$ cat config.mk
export PLATFORM = sky130hd
export DESIGN_NAME = interrupt_priority_config
export DESIGN_NICKNAME = d
export VERILOG_FILES = /design/src/pkg/interrupt_priority_config_pkg.sv /design/src/core/interrupt_priority_config.sv
export VERILOG_INCLUDE_DIRS = /design/src /design/src/pkg
export SDC_FILE = /design/constraint.sdc
export NUM_CORES = 1
export LEC_CHECK = 0
export ABC_AREA = 1
export BUFFER_PORTS_ARGS = -buffer_cell sky130_fd_sc_hd__buf_2
export CAP_MARGIN = 20
export CORE_MARGIN = 2
export CORE_UTILIZATION = 52
export DETAILED_ROUTE_END_ITERATION = 6
export PLACE_DENSITY = 0.91
export SKIP_LAST_GASP = 1
export SYNTH_ARGS = -nofsm -noshare
export SYNTH_HDL_FRONTEND = slang
export SYNTH_SLANG_ARGS = --single-unit
$ cat constraint.sdc
create_clock -name clk -period 5.3 [get_ports clk]
set_input_delay 1.06 -clock clk [delete_from_list [all_inputs] [get_ports clk]]
set_output_delay 1.06 -clock clk [all_outputs]
set_load 0.02 [all_outputs]
$ cat src/pkg/interrupt_priority_config_params.svh
`ifndef INTERRUPT_PRIORITY_CONFIG_PARAMS_SVH
`define INTERRUPT_PRIORITY_CONFIG_PARAMS_SVH

// ****************************************************************
// Register map (byte addresses, one aligned word each)
// ****************************************************************
`define ADDR_W 6
`define CPU_CTRL_OFS 6'h00
`define SRC_BASE_OFS 6'h04
`define SRC_STRIDE 6'h04
`define SRC_REGS_MAX 15

// ****************************************************************
// CPU priority control register fields
// ****************************************************************
`define CPU_EN_POS 7
`define XFER_LVL_LSB 4
`define AUTO_EN_POS 3
`define CPU_LVL_LSB 0

// ****************************************************************
// Source level register layout
// ****************************************************************
`define FIELDS_PER_REG 4
`define FIELD_PITCH 4
`define RSVD_MASK 16'h8888

// ****************************************************************
// Reset values
// ****************************************************************
`define CPU_EN_RESET 1'h0
`define AUTO_EN_RESET 1'h0
`define XFER_LVL_RESET 3'h0
`define CPU_LVL_RESET 3'h0
`define SRC_LVL_RESET 3'h7
`define LVL_LOWEST 3'h0

`endif

$ cat src/pkg/interrupt_priority_config_pkg.sv
package interrupt_priority_config_pkg;

	typedef logic [2:0] level_t;

	typedef enum logic {
		BUS_IDLE = 1'b0,
		BUS_DONE = 1'b1
	} bus_state_t;

	typedef enum logic [1:0] {
		MODE_BIT = 2'h0,
		MODE_LEVEL = 2'h2
	} ctrl_mode_t;

endpackage

$ cat src/core/interrupt_priority_config.sv
`timescale 1ns/10ps
`include "interrupt_priority_config_params.svh"

// Contract
// - 3-bit CPU level in bits 2..0, 000 lowest, 111 highest, resets 000.
// - With CPU control enabled, CPU rank follows the CPU level field.
// - Auto set enabled: hardware owns the CPU field, writes ignored, still readable.
// - Every source but the non-maskable one gets a level 7..0.
// - Each 16-bit source register holds four 3-bit fields at 14:12,10:8,6:4,2:0.
// - Source fields are read/write and reset to all ones.
// - Source fields decode linearly, 000 lowest, 111 highest.
// - Bits 15, 11, 7, 3 of source registers read zero, ignore writes.
// - CPU control disabled: CPU always treated as lowest level.
// - Auto set copies the mask bit or the 3-bit mask level into the CPU field.
// - 3-bit transfer controller level, 000 lowest to 111 highest.

module interrupt_priority_config
	import interrupt_priority_config_pkg::*;
#(
	parameter int NUM_SRC_REGS = 9
) (
	// Clock and reset
	input wire logic clk,
	input wire logic resetn,
	// Avalon-MM slave
	input wire logic [`ADDR_W-1:0] avs_address,
	input wire logic avs_read,
	input wire logic avs_write,
	input wire logic [31:0] avs_writedata,
	input wire logic [3:0] avs_byteenable,
	output logic [31:0] avs_readdata,
	output logic avs_waitrequest,
	// CPU mask state
	input wire logic mask_bit,
	input wire logic [2:0] mask_level,
	input wire logic [1:0] control_mode,
	// Levels to arbitration
	output logic [2:0] cpu_level,
	output logic cpu_control_on,
	output logic [2:0] transfer_level,
	output logic [NUM_SRC_REGS*12-1:0] source_level
);

	localparam int NUM_FIELDS = NUM_SRC_REGS * `FIELDS_PER_REG;

	// ****************************************************************
	// Parameter check
	// ****************************************************************
	if (NUM_SRC_REGS < 1 || NUM_SRC_REGS > `SRC_REGS_MAX) begin : g_bad_count
		$error("NUM_SRC_REGS must lie between 1 and 15");
	end

	// ****************************************************************
	// Reset release
	// ****************************************************************
	logic rst_meta;
	logic rst_n;

	// Assert at once, release two edges later so no flop sees a ragged release
	always_ff @(posedge clk or negedge resetn) begin
		if (!resetn) begin
			rst_meta <= 1'b0;
			rst_n <= 1'b0;
		end else begin
			rst_meta <= 1'b1;
			rst_n <= rst_meta;
		end
	end

	// ****************************************************************
	// Bus handshake
	// ****************************************************************
	bus_state_t bus_state;
	bus_state_t next_bus_state;
	wire bus_req = avs_read | avs_write;
	wire bus_idle = bus_state == BUS_IDLE;
	wire wr_take = avs_write & ~bus_idle;
	wire rd_load = avs_read & bus_idle;

	// Every access waits exactly one cycle; read data is registered meanwhile
	assign avs_waitrequest = bus_req & bus_idle;

	always_comb begin
		next_bus_state = bus_state;
		unique case (bus_state)
			BUS_IDLE: begin
				if (bus_req) begin
					next_bus_state = BUS_DONE;
				end
			end
			BUS_DONE: begin
				next_bus_state = BUS_IDLE;
			end
		endcase
	end

	always_ff @(posedge clk or negedge rst_n) begin
		if (!rst_n) begin
			bus_state <= BUS_IDLE;
		end else begin
			bus_state <= next_bus_state;
		end
	end

	// Read data was loaded while held off, so it stands once the wait drops
	a_read_wait_once: assert property (
		@(posedge clk) disable iff (!rst_n)
		rd_load |=> !avs_waitrequest
	) else $error("Read data not offered in the cycle after loading");

	// ****************************************************************
	// Address decode
	// ****************************************************************
	wire sel_cpu = avs_address == `CPU_CTRL_OFS;
	wire wr_cpu = wr_take & sel_cpu & avs_byteenable[0];
	logic [NUM_SRC_REGS-1:0] sel_src;

	// ****************************************************************
	// CPU priority control register
	// ****************************************************************
	logic cpu_en;
	logic auto_en;
	level_t xfer_field;
	level_t cpu_field;
	logic next_cpu_en;
	logic next_auto_en;
	level_t next_xfer_field;
	level_t next_cpu_field;
	level_t auto_value;

	// Mask level only counts in the 3-bit mask mode; prohibited codes act as bit mode
	assign auto_value = (control_mode == MODE_LEVEL) ? mask_level : {3{mask_bit}};

	assign next_cpu_en = wr_cpu ? avs_writedata[`CPU_EN_POS] : cpu_en;
	assign next_auto_en = wr_cpu ? avs_writedata[`AUTO_EN_POS] : auto_en;
	assign next_xfer_field = wr_cpu ? avs_writedata[`XFER_LVL_LSB +: 3] : xfer_field;

	// Hardware copy wins over a software write while auto set is on
	assign next_cpu_field = auto_en ? auto_value :
		(wr_cpu ? avs_writedata[`CPU_LVL_LSB +: 3] : cpu_field);

	always_ff @(posedge clk or negedge rst_n) begin
		if (!rst_n) begin
			cpu_en <= `CPU_EN_RESET;
			auto_en <= `AUTO_EN_RESET;
			xfer_field <= `XFER_LVL_RESET;
			cpu_field <= `CPU_LVL_RESET;
		end else begin
			cpu_en <= next_cpu_en;
			auto_en <= next_auto_en;
			xfer_field <= next_xfer_field;
			cpu_field <= next_cpu_field;
		end
	end

	// Without auto set only a write may move the field
	a_cpu_field_hold: assert property (
		@(posedge clk) disable iff (!rst_n)
		!auto_en && !wr_cpu |=> $stable(cpu_field)
	) else $error("CPU field moved without a write");

	// Prohibited mode codes copy the single mask bit, as the bit mode does
	a_auto_bit_copy: assert property (
		@(posedge clk) disable iff (!rst_n)
		auto_en && control_mode != MODE_LEVEL |=> cpu_field == {3{$past(mask_bit)}}
	) else $error("CPU field did not take the mask bit");

	a_enable_write: assert property (
		@(posedge clk) disable iff (!rst_n)
		wr_cpu |=> cpu_control_on == $past(avs_writedata[`CPU_EN_POS])
	) else $error("CPU control enable write lost");

	// Effective CPU level is registered so it moves on the same edge as its sources
	always_ff @(posedge clk or negedge rst_n) begin
		if (!rst_n) begin
			cpu_level <= `LVL_LOWEST;
		end else if (next_cpu_en) begin
			cpu_level <= next_cpu_field;
		end else begin
			cpu_level <= `LVL_LOWEST;
		end
	end

	assign cpu_control_on = cpu_en;
	assign transfer_level = xfer_field;

	a_xfer_hold: assert property (
		@(posedge clk) disable iff (!rst_n)
		!wr_cpu |=> $stable(transfer_level)
	) else $error("Transfer level moved without a write");

	// Enable, transfer level and effective level all leave reset together
	a_cpu_reset_low: assert property (
		@(posedge clk) disable iff (!rst_n)
		!$past(rst_n) |-> cpu_level == `LVL_LOWEST && transfer_level == `XFER_LVL_RESET
			&& cpu_control_on == `CPU_EN_RESET
	) else $error("CPU side not at reset values after reset");

	// ****************************************************************
	// Source level registers
	// ****************************************************************
	level_t src_field [NUM_FIELDS];
	logic [15:0] src_word [NUM_SRC_REGS];
	logic [15:0] rd_chain [NUM_SRC_REGS+1];

	assign rd_chain[0] = sel_cpu ?
		{8'h00, cpu_en, xfer_field, auto_en, cpu_field} : 16'h0000;

	// The non-maskable source is not part of this array: it has no field
	for (genvar r = 0; r < NUM_SRC_REGS; r++) begin : g_reg
		localparam logic [`ADDR_W-1:0] OFS = `ADDR_W'(`SRC_BASE_OFS + r * `SRC_STRIDE);

		assign sel_src[r] = avs_address == OFS;

		// Spare bit above each field stays zero and has no storage
		assign src_word[r] = {1'b0, src_field[r*4+3], 1'b0, src_field[r*4+2],
			1'b0, src_field[r*4+1], 1'b0, src_field[r*4]};
		assign rd_chain[r+1] = rd_chain[r] | (sel_src[r] ? src_word[r] : 16'h0000);

		for (genvar f = 0; f < `FIELDS_PER_REG; f++) begin : g_field
			localparam int LSB = f * `FIELD_PITCH;
			wire fld_wr = wr_take & sel_src[r] & avs_byteenable[f/2];

			always_ff @(posedge clk or negedge rst_n) begin
				if (!rst_n) begin
					src_field[r*4+f] <= `SRC_LVL_RESET;
				end else if (fld_wr) begin
					src_field[r*4+f] <= avs_writedata[LSB +: 3];
				end
			end

			// Plain binary code is the level itself
			assign source_level[(r*4+f)*3 +: 3] = src_field[r*4+f];
		end
	end

	// Lane 0 carries fields 0 and 1; leaving it off must keep both
	a_lane_mask: assert property (
		@(posedge clk) disable iff (!rst_n)
		wr_take && sel_src[0] && !avs_byteenable[0]
		|=> source_level[5:0] == $past(source_level[5:0])
	) else $error("Source field written through a disabled lane");

	// Arbitration must never see a level change that software did not ask for
	a_src_hold: assert property (
		@(posedge clk) disable iff (!rst_n)
		!wr_take |=> $stable(source_level)
	) else $error("Source level moved without a write");

	// ****************************************************************
	// Read data
	// ****************************************************************
	// Unmapped addresses fall out of the chain as zero
	wire [15:0] rd_word = rd_chain[NUM_SRC_REGS];

	always_ff @(posedge clk or negedge rst_n) begin
		if (!rst_n) begin
			avs_readdata <= 32'h0000_0000;
		end else if (rd_load) begin
			avs_readdata <= {16'h0000, rd_word};
		end
	end

	// Only 16-bit registers sit behind the bus
	a_read_upper_zero: assert property (
		@(posedge clk) disable iff (!rst_n)
		avs_readdata[31:16] == 16'h0000
	) else $error("Upper read data half not zero");

	// An address that selects nothing must read as zero, not as a stale word
	a_unmapped_zero: assert property (
		@(posedge clk) disable iff (!rst_n)
		rd_load && !sel_cpu && sel_src == '0 |=> avs_readdata == 32'h0000_0000
	) else $error("Unmapped address did not read zero");

	a_read_src_word: assert property (
		@(posedge clk) disable iff (!rst_n)
		rd_load && sel_src[0] |=> avs_readdata[15:0] == {1'b0, $past(source_level[11:9]),
			1'b0, $past(source_level[8:6]), 1'b0, $past(source_level[5:3]),
			1'b0, $past(source_level[2:0])}
	) else $error("Source register read does not match its levels");

	a_cpu_read_back: assert property (
		@(posedge clk) disable iff (!rst_n)
		rd_load && sel_cpu
		|=> avs_readdata[7:0] == $past({cpu_en, xfer_field, auto_en, cpu_field})
	) else $error("CPU control register read does not match its fields");

	// ****************************************************************
	// Checks
	// ****************************************************************
	a_cpu_lowest_off: assert property (
		@(posedge clk) disable iff (!rst_n)
		!cpu_en |-> cpu_level == `LVL_LOWEST
	) else $error("CPU level not lowest while control is off");

	a_cpu_follow_field: assert property (
		@(posedge clk) disable iff (!rst_n)
		cpu_en |-> cpu_level == cpu_field
	) else $error("CPU level does not follow its field");

	a_auto_copy_mask: assert property (
		@(posedge clk) disable iff (!rst_n)
		auto_en && control_mode == MODE_LEVEL |=> cpu_field == $past(mask_level)
	) else $error("CPU field did not take the mask level");

	a_auto_blocks_write: assert property (
		@(posedge clk) disable iff (!rst_n)
		auto_en && wr_cpu && control_mode != MODE_LEVEL
		|=> cpu_field == {3{$past(mask_bit)}}
	) else $error("Software write reached CPU field under auto set");

	a_cpu_field_write: assert property (
		@(posedge clk) disable iff (!rst_n)
		wr_cpu && !auto_en |=> cpu_field == $past(avs_writedata[2:0])
	) else $error("CPU field write lost");

	a_xfer_field_write: assert property (
		@(posedge clk) disable iff (!rst_n)
		wr_cpu |=> transfer_level == $past(avs_writedata[6:4])
	) else $error("Transfer level write lost");

	a_src_reset_high: assert property (
		@(posedge clk) disable iff (!rst_n)
		!$past(rst_n) |-> source_level[2:0] == 3'h7
			&& source_level[NUM_SRC_REGS*12-1 -: 3] == 3'h7
	) else $error("Source level not highest after reset");

	a_src_write_out: assert property (
		@(posedge clk) disable iff (!rst_n)
		wr_take && sel_src[0] && avs_byteenable[1]
		|=> source_level[11:9] == $past(avs_writedata[14:12])
	) else $error("Source level output did not take the write");

	a_src_spare_zero: assert property (
		@(posedge clk) disable iff (!rst_n)
		rd_load && sel_src[0] |=> (avs_readdata[15:0] & `RSVD_MASK) == 16'h0000
	) else $error("Spare source bit read as one");

	a_wait_one: assert property (
		@(posedge clk) disable iff (!rst_n)
		bus_req && avs_waitrequest |=> !avs_waitrequest
	) else $error("Access held off for more than one cycle");

endmodule // interrupt_priority_config

# Word-level counts from Yosys, hierarchy flattened
# Index checks and enable logic that the tools add are counted.
# word_totals
register_bits	138
input_bits	52
# op_classes
n_eq_ne	10
mux	17
n_bitwise	43
reduce_logical	1
# op_table
operator	n
15-bit 2-to-1 mux	9
15-bit OR	8
1-bit AND	32
6-bit by 5-bit == test with 1-bit output, second input constant	4
8-bit by 15-bit OR with 15-bit output	1
6-bit by 4-bit == test with 1-bit output, second input constant	2
6-bit == test, second input constant	2
3-bit 2-to-1 mux	4
8-bit 2-to-1 mux	1
6-bit by 3-bit == test with 1-bit output, second input constant	1
6-bit logical NOT	1
2-bit == test, second input constant	1
1-bit 2-to-1 mux	2
1-bit case mux with 2 select lines	1
1-bit inverter	1
1-bit OR	1

# Longest topological paths before layout
# Gate-level depths: netlist (run 1).
# depth
ltp_word	11
ltp_mapped	11

# Least setup slack after synthesis (run 1)
# No wires, ideal clock.
# synth_timing
path_type	input to output
start	in avs_read
end	out avs_waitrequest
arrival_time_ps	1390
t_required_ps	4240
path_slack_ps	2850
stages	2
n_path_buf	0
cell_sequence	nor2_1 -> nor2_1
# synth_between
elab_chain_len	2
# synth_lines
item	line	rtl
from (decl)	interrupt_priority_config.sv:27	input wire logic avs_read,
1-bit OR	interrupt_priority_config.sv:75	wire bus_req = avs_read | avs_write;
1-bit AND	interrupt_priority_config.sv:81	assign avs_waitrequest = bus_req & bus_idle;
to (decl)	interrupt_priority_config.sv:32	output logic avs_waitrequest,
# Every way passes these cells.

# Worst setup path in the final report (run 1)
# layout_timing
start	in avs_address[4]
end	reg src_field, in the netlist source_level[37]
# layout_between
elab_chain_len	3
# layout_lines
item	line	rtl
from (decl)	interrupt_priority_config.sv:26	input wire logic [`ADDR_W-1:0] avs_address,
6-bit by 5-bit == test with 1-bit output	interrupt_priority_config.sv:213	assign sel_src[r] = avs_address == OFS;
1-bit AND (2 in series)	interrupt_priority_config.sv:222	wire fld_wr = wr_take & sel_src[r] & avs_byteenable[f/2];
to (signal, indexed assignment)	interrupt_priority_config.sv:226	src_field[r*4+f] <= `SRC_LVL_RESET;
to (signal, indexed assignment)	interrupt_priority_config.sv:228	src_field[r*4+f] <= avs_writedata[LSB +: 3];
to (decl)	interrupt_priority_config.sv:202	level_t src_field [NUM_FIELDS];
# Every way passes these cells.
# A chain may end at the register's enable or synchronous reset.

==> flow_summary.yaml, run 1 <==
run_status:
  status: "finished, final reports clean"
global_route:
  antenna_found_initial: 0
  grt_pass1_vias: 5734
  grt_use_met3: 0.07421
  gr-usage-met2: 0.5023
  grt_most_used_layer: "met2"
  grt_pass1_wl_mm: 30.13
  grt_overflow: 0
  grtUsageMet1: 0.3629
  grt_max_degree: 70
  track_usage: 0.2978
layout:
  final_cell_mix: "218 x nand2_1, 161 x buf_2, 108 x dfstp_2"
  diodes: 0
  syn2layout_area_growth_pct: 21.41
  multiInputGateArea_um2: 2517
  stdcell_count: 1133
  fillers: 1063
  regArea_um2: 3542
  drive_gt1_frac: 0.3528
  final_common_cell: "nand2_1"
  final_util: 0.6399
  nets: 1000
placed_design:
  place.gp.congestion: 0.9315
  port_buffers: 161
  dp_slack_ns: 2.152
  hpwl_mm: 13.67
  dp.cells: 1101
timing:
  slew-limit-headroom: 0.3467
  skew_ns: 0.004607
  setup-tns-final_ns: 0
  slew_violations: 0
  max_freq_mhz: 357.8
  setup_ws_ns: 2.505
  setup_viol: 0
  fin_crit_ns: 2.795
  rsz0062_at_grt: "no"
  tightest_slew_ns: 0.9776
  fin_crit_sh: 0.5274
  fin_hold_ws_ns: 0.3454
  hold_viol: 0
routing:
  initialDrtViolationCount: 669
  drcViolationCount: 0
  drt-pass1-iter-count: 5
  postRouteWirelength_mm: 19.24
  antenna_left: 0
  vias: 6172
  avgViaCountPerCell: 5.447
  wl_per_cell_um: 16.98
setup_path:
  start_kind: "input port"
  crit_fanout: 43
  arrival_ns: 3.14
  r2r-start: "bus_state"
  crit_required_ns: 5.64
  crit_path_end_kind: "flip-flop"
  startpoint: "avs_address[4]"
  crit_type: "in2reg"
die:
  pin_count: 200
  core_um2: 12470
  start_util: 0.5271
  die_w_um: 116.4
  dieHeight_um: 116.4
  die_area_um2: 13550
  num_rows: 41
logic_synthesis:
  synth_cell_types: 23
  synth_top_area_share: 0.4319
  synth_top_area_cell: "dfstp_2"
  avgSynthCellArea_um2: 8.202
  synth-seq-area-share: 0.5386
  netlist_instances: 801
  ys_warn_count: 0
  ys_top_cells_by_area: "dfstp_2 43%, nand2_1 12%, dfrtp_1 11%, nand3_1 7.2%, o21ai_0 7.1%"
  syn_area_um2: 6570
  ys_seq_elements: 136
clock_network:
  clkLatencyLatePin_ns: 0.42
  clk_path_buf_depth: 2
  cts_root_buf: "clkbuf_16"
  cts_hold_buf: 0
  clock_sinks: 136
  cts_resized: 0
  clk_pin_slew_ns: 0.06
  cts_setup_buffers: 0
  htreeDepth: 4
  cts_buffers: 17
  cts_tree: "yes"
power_and_ir_drop:
  cellPowerDensity_nw_per_um2: 339.2
  leakagePower_uw: 0.003894
  ir_worst_vdd_uv: 220.6
worst_hold_path:
  holdCritStartpoint: "rst_meta"
  hold_class: "reg2reg"
flow_run:
  maxCapViolCount: 0
## power breakdown
group | leakage (µW) | switching (µW) | internal [µW]
clock | 0.000288 | 444 | 725
sequential | 0.00145 | 58.8 | 1140
combinational | 0.00215 | 239 | 101
total | 0.00389 | 741 | 1960
## through the flow
step | area, µm² | total power, µW
floorplan | 6634 | 1424
global placement | 7385 | 1535
detailed placement | 7385 | 1547
CTS | 7976 | 2712
global route | 7976 | 2806
finish | 7976 | 2705
## cell type report
cell class,instances,area share
timing repair buffer,169,0.1085
inverter,65,0.03059
tap,172,0.02698
clock inverter,12,0.01569
clock buffer,20,0.05851
sequential,136,0.4441
multi-input combinational,559,0.3156
## worst max-delay path: stages
cell and delay [ns]:
buf_2 0.14, inv_2 0.05, nor2_4 0.73, inv_2 0.18, nor2_4 0.27, nand3_1 0.41, o21ai_1 0.28
## layer usage
layer	up-vias	wire length (µm)
met5	-	0
met4	0	588
met3	50	1826
met2	362	9647
met1	2897	7182
li1	2863	-
## final timing paths
kind                                    end  slack, ns  cells past startpoint
max                        source_level[37]       2.50                      7
min                                   rst_n       0.35                      0
max reg2reg                    cpu_level[1]       3.47                      9
min reg2reg                           rst_n       0.35                      0
max in group asynchronous           auto_en       3.53                      1
min in group asynchronous             rst_n       0.41                      1
## flip-flops by register name (all words and copies together) (netlist names)
signal,cells
cpu_control_on,1
avs_readdata,14
rst_meta,1
cpu_field,3
rst_n,1
transfer_level,3
auto_en,1
bus_state,1
source_level,108
cpu_level,3
## synthesized netlist by cell type
library cell  count
inv_1            59
clkbuf_1          8
nand3_2           1
buf_2            26
nor3_2            3
o21ai_0          93
buf_1             1
nand2_1         218
nor2_1           62
o21ai_1          22
o21a_1            1
dfrtp_1          28
nand4_1          24
buf_4            23
inv_2             5
nand3_1          95
nor2_2            5
or2_2            12
nor2_4            2
conb_1            2
o31ai_1           2
clkinv_1          1
dfstp_2         108
## logic make-up (layout without fill, tap and decap cells)
family	Yosys count	after routing	synth area share
DFF	136	136	0.5386
and+or+nand+nor	422	422	0.2809
buffers and inverters	123	266	0.08836
other	2	19	0.001143
AOI/OAI and AO/OA	118	118	0.09103
No activity file was read; power rests on OpenSTA's default activity.
==> run 2, diff against run 1 <==
- clock period: 5.3 -> 2.9 ns (I/O delays scaled with it)
==> run 2 against run 1 <==
Against the previous run:
- the flow now finishes with violations (design-rule violations)
- non-clock buffer count up 9
- via count up 3.5%
- clock skew rose by 0.0022 ns
- critical endpoint is now source_level[18]
==> flow_summary.yaml, run 2 (same netlist as run 1, synthesis figures left out) <==
power_and_ir_drop:
  leakagePower_uw: 0.003921
  cellPowerDensity_nw_per_um2: 601.3
  ir_worst_vdd_uv: 437.5
global_route:
  antenna_found_initial: 1
  grt_pass1_wl_mm: 30.66
  grt_max_degree: 76
  track_usage: 0.3027
  grt_pass1_vias: 5881
  grt_overflow: 0
layout:
  final_common_cell: "nand2_1"
  final_area_um2: 8004
  nets: 1009
  drive_gt1_frac: 0.3526
  stdcell_count: 1143
  syn2layout_area_growth_pct: 21.82
  final_cell_mix: "218 x nand2_1, 161 x buf_2, 108 x dfstp_2"
  largest_reg_flops: 108
die:
  die_w_um: 116.4
  dieHeight_um: 116.4
  core_um2: 12470
  num_rows: 41
  start_util: 0.5271
  die_area_um2: 13550
  pin_count: 200
setup_path:
  slowest_delay_ns: 0.34
  crit_buf_inv: 4
  cp_top_family: "simple AND/OR/NAND/NOR gates"
  crit_required_ns: 3.23
  crit_fanout: 12
  cp_common_cell: "nand2_1"
  arrival_ns: 2.28
  crit_path_cell_trace: "buf_2 -> inv_1 -> nand2_1 -> nor2_1 -> buf_4 -> nand2_1 -> inv_2 -> nand3_1 -> o21ai_0"
  start_kind: "input port"
  crit_type: "in2reg"
  crit_path_end_kind: "flip-flop"
  critPathSlowestCell: "nand3_1"
timing:
  hold_viol: 0
  fin_crit_sh: 0.6720
  slew-limit-headroom: 0.5101
  slew_violations: 0
  setup-tns-final_ns: 0
  setup_viol: 0
  fin_crit_ns: 1.949
  tightest_slew_ns: 0.7349
  skew_ns: 0.006774
  rsz0062_at_grt: "no"
  max_freq_mhz: 513.1
clock_network:
  cts_root_buf: "clkbuf_16"
  clkLatencyLatePin_ns: 0.42
  clock_sinks: 136
  clk_path_buf_depth: 2
  cts_setup_buffers: 0
  cts_buffers: 17
  cts_tree: "yes"
  htreeDepth: 4
  clk_pin_slew_ns: 0.06
  cts_resized: 0
placed_design:
  hpwl_mm: 14.02
  port_buffers: 161
  place_area_um2: 7457
  dp.cells: 1109
  place.gp.congestion: 0.9333
routing:
  postRouteWirelength_mm: 19.95
  antenna_left: 0
  drcViolationCount: 1
  vias: 6387
  drt-pass1-iter-count: 7
  initialDrtViolationCount: 789
  wl_per_cell_um: 17.45
  avgViaCountPerCell: 5.588
worst_hold_path:
  hold_class: "reg2reg"
run_status:
  status: "finished with violations"
  violations: "design-rule violations"
flow_run:
  maxCapViolCount: 0
[run 2: repair_timing]
action | 4_1_cts | 5_1_grt
hold buffers | 1 | 0
endpoints found under the hold margin | 2 | 0
endpoints found under the setup margin | 0 | 0
[run 2: worst paths after layout]
kind                       depth (start not counted)  slack [ns]               end      startpoint
min in group asynchronous                          0        0.41  avs_readdata[12]           rst_n
max                                                9        0.95  source_level[18]  avs_address[0]
max in group asynchronous                          1        1.63  source_level[16]           rst_n
min                                                0        0.35             rst_n        rst_meta
max reg2reg                                       10        1.12      cpu_field[2]       bus_state
min reg2reg                                        0        0.35             rst_n        rst_meta
[run 2: per-stage QoR]
stage / total power [µW] / worst slack [ns] / hold WS (ns) / utilization
floorplan: 2602 / 0.7408 / 0.2844 / -
global placement: 2817 / 0.6880 / 0.3345 / 0.5982
detailed placement: 2841 / 0.6087 / 0.3419 / 0.5982
CTS: 4810 / 1.027 / 0.3549 / 0.6419
global route: 4977 / 0.7843 / 0.3653 / 0.6421
finish: 4812 / 0.9511 / 0.3528 / 0.6421
[run 2: cell type report]
cell class	count	area, µm²
Clock inverter	9	76.32
Clock buffer	23	457.9
Sequential cell	136	3542
Inverter	65	244.0
Antenna cell	1	2.502
Tap cell	172	215.2
Timing Repair Buffer	178	948.4
Fill cell	1018	4462
Multi-Input combinational cell	559	2517
[run 2: layer usage]
metal	vias to the layer above	global-route usage	part of all wire
met5	-	0	0
met4	0	0.1683	0.047
met3	80	0.06642	0.099
met2	421	0.5016	0.49
met1	3006	0.3686	0.36
li1	2880	-	-
[run 2: power breakdown]
group	internal (µW)	total, µW	switching [µW]
logic	195	639	444
registers	2080	2190	108
clock network	1190	1990	796
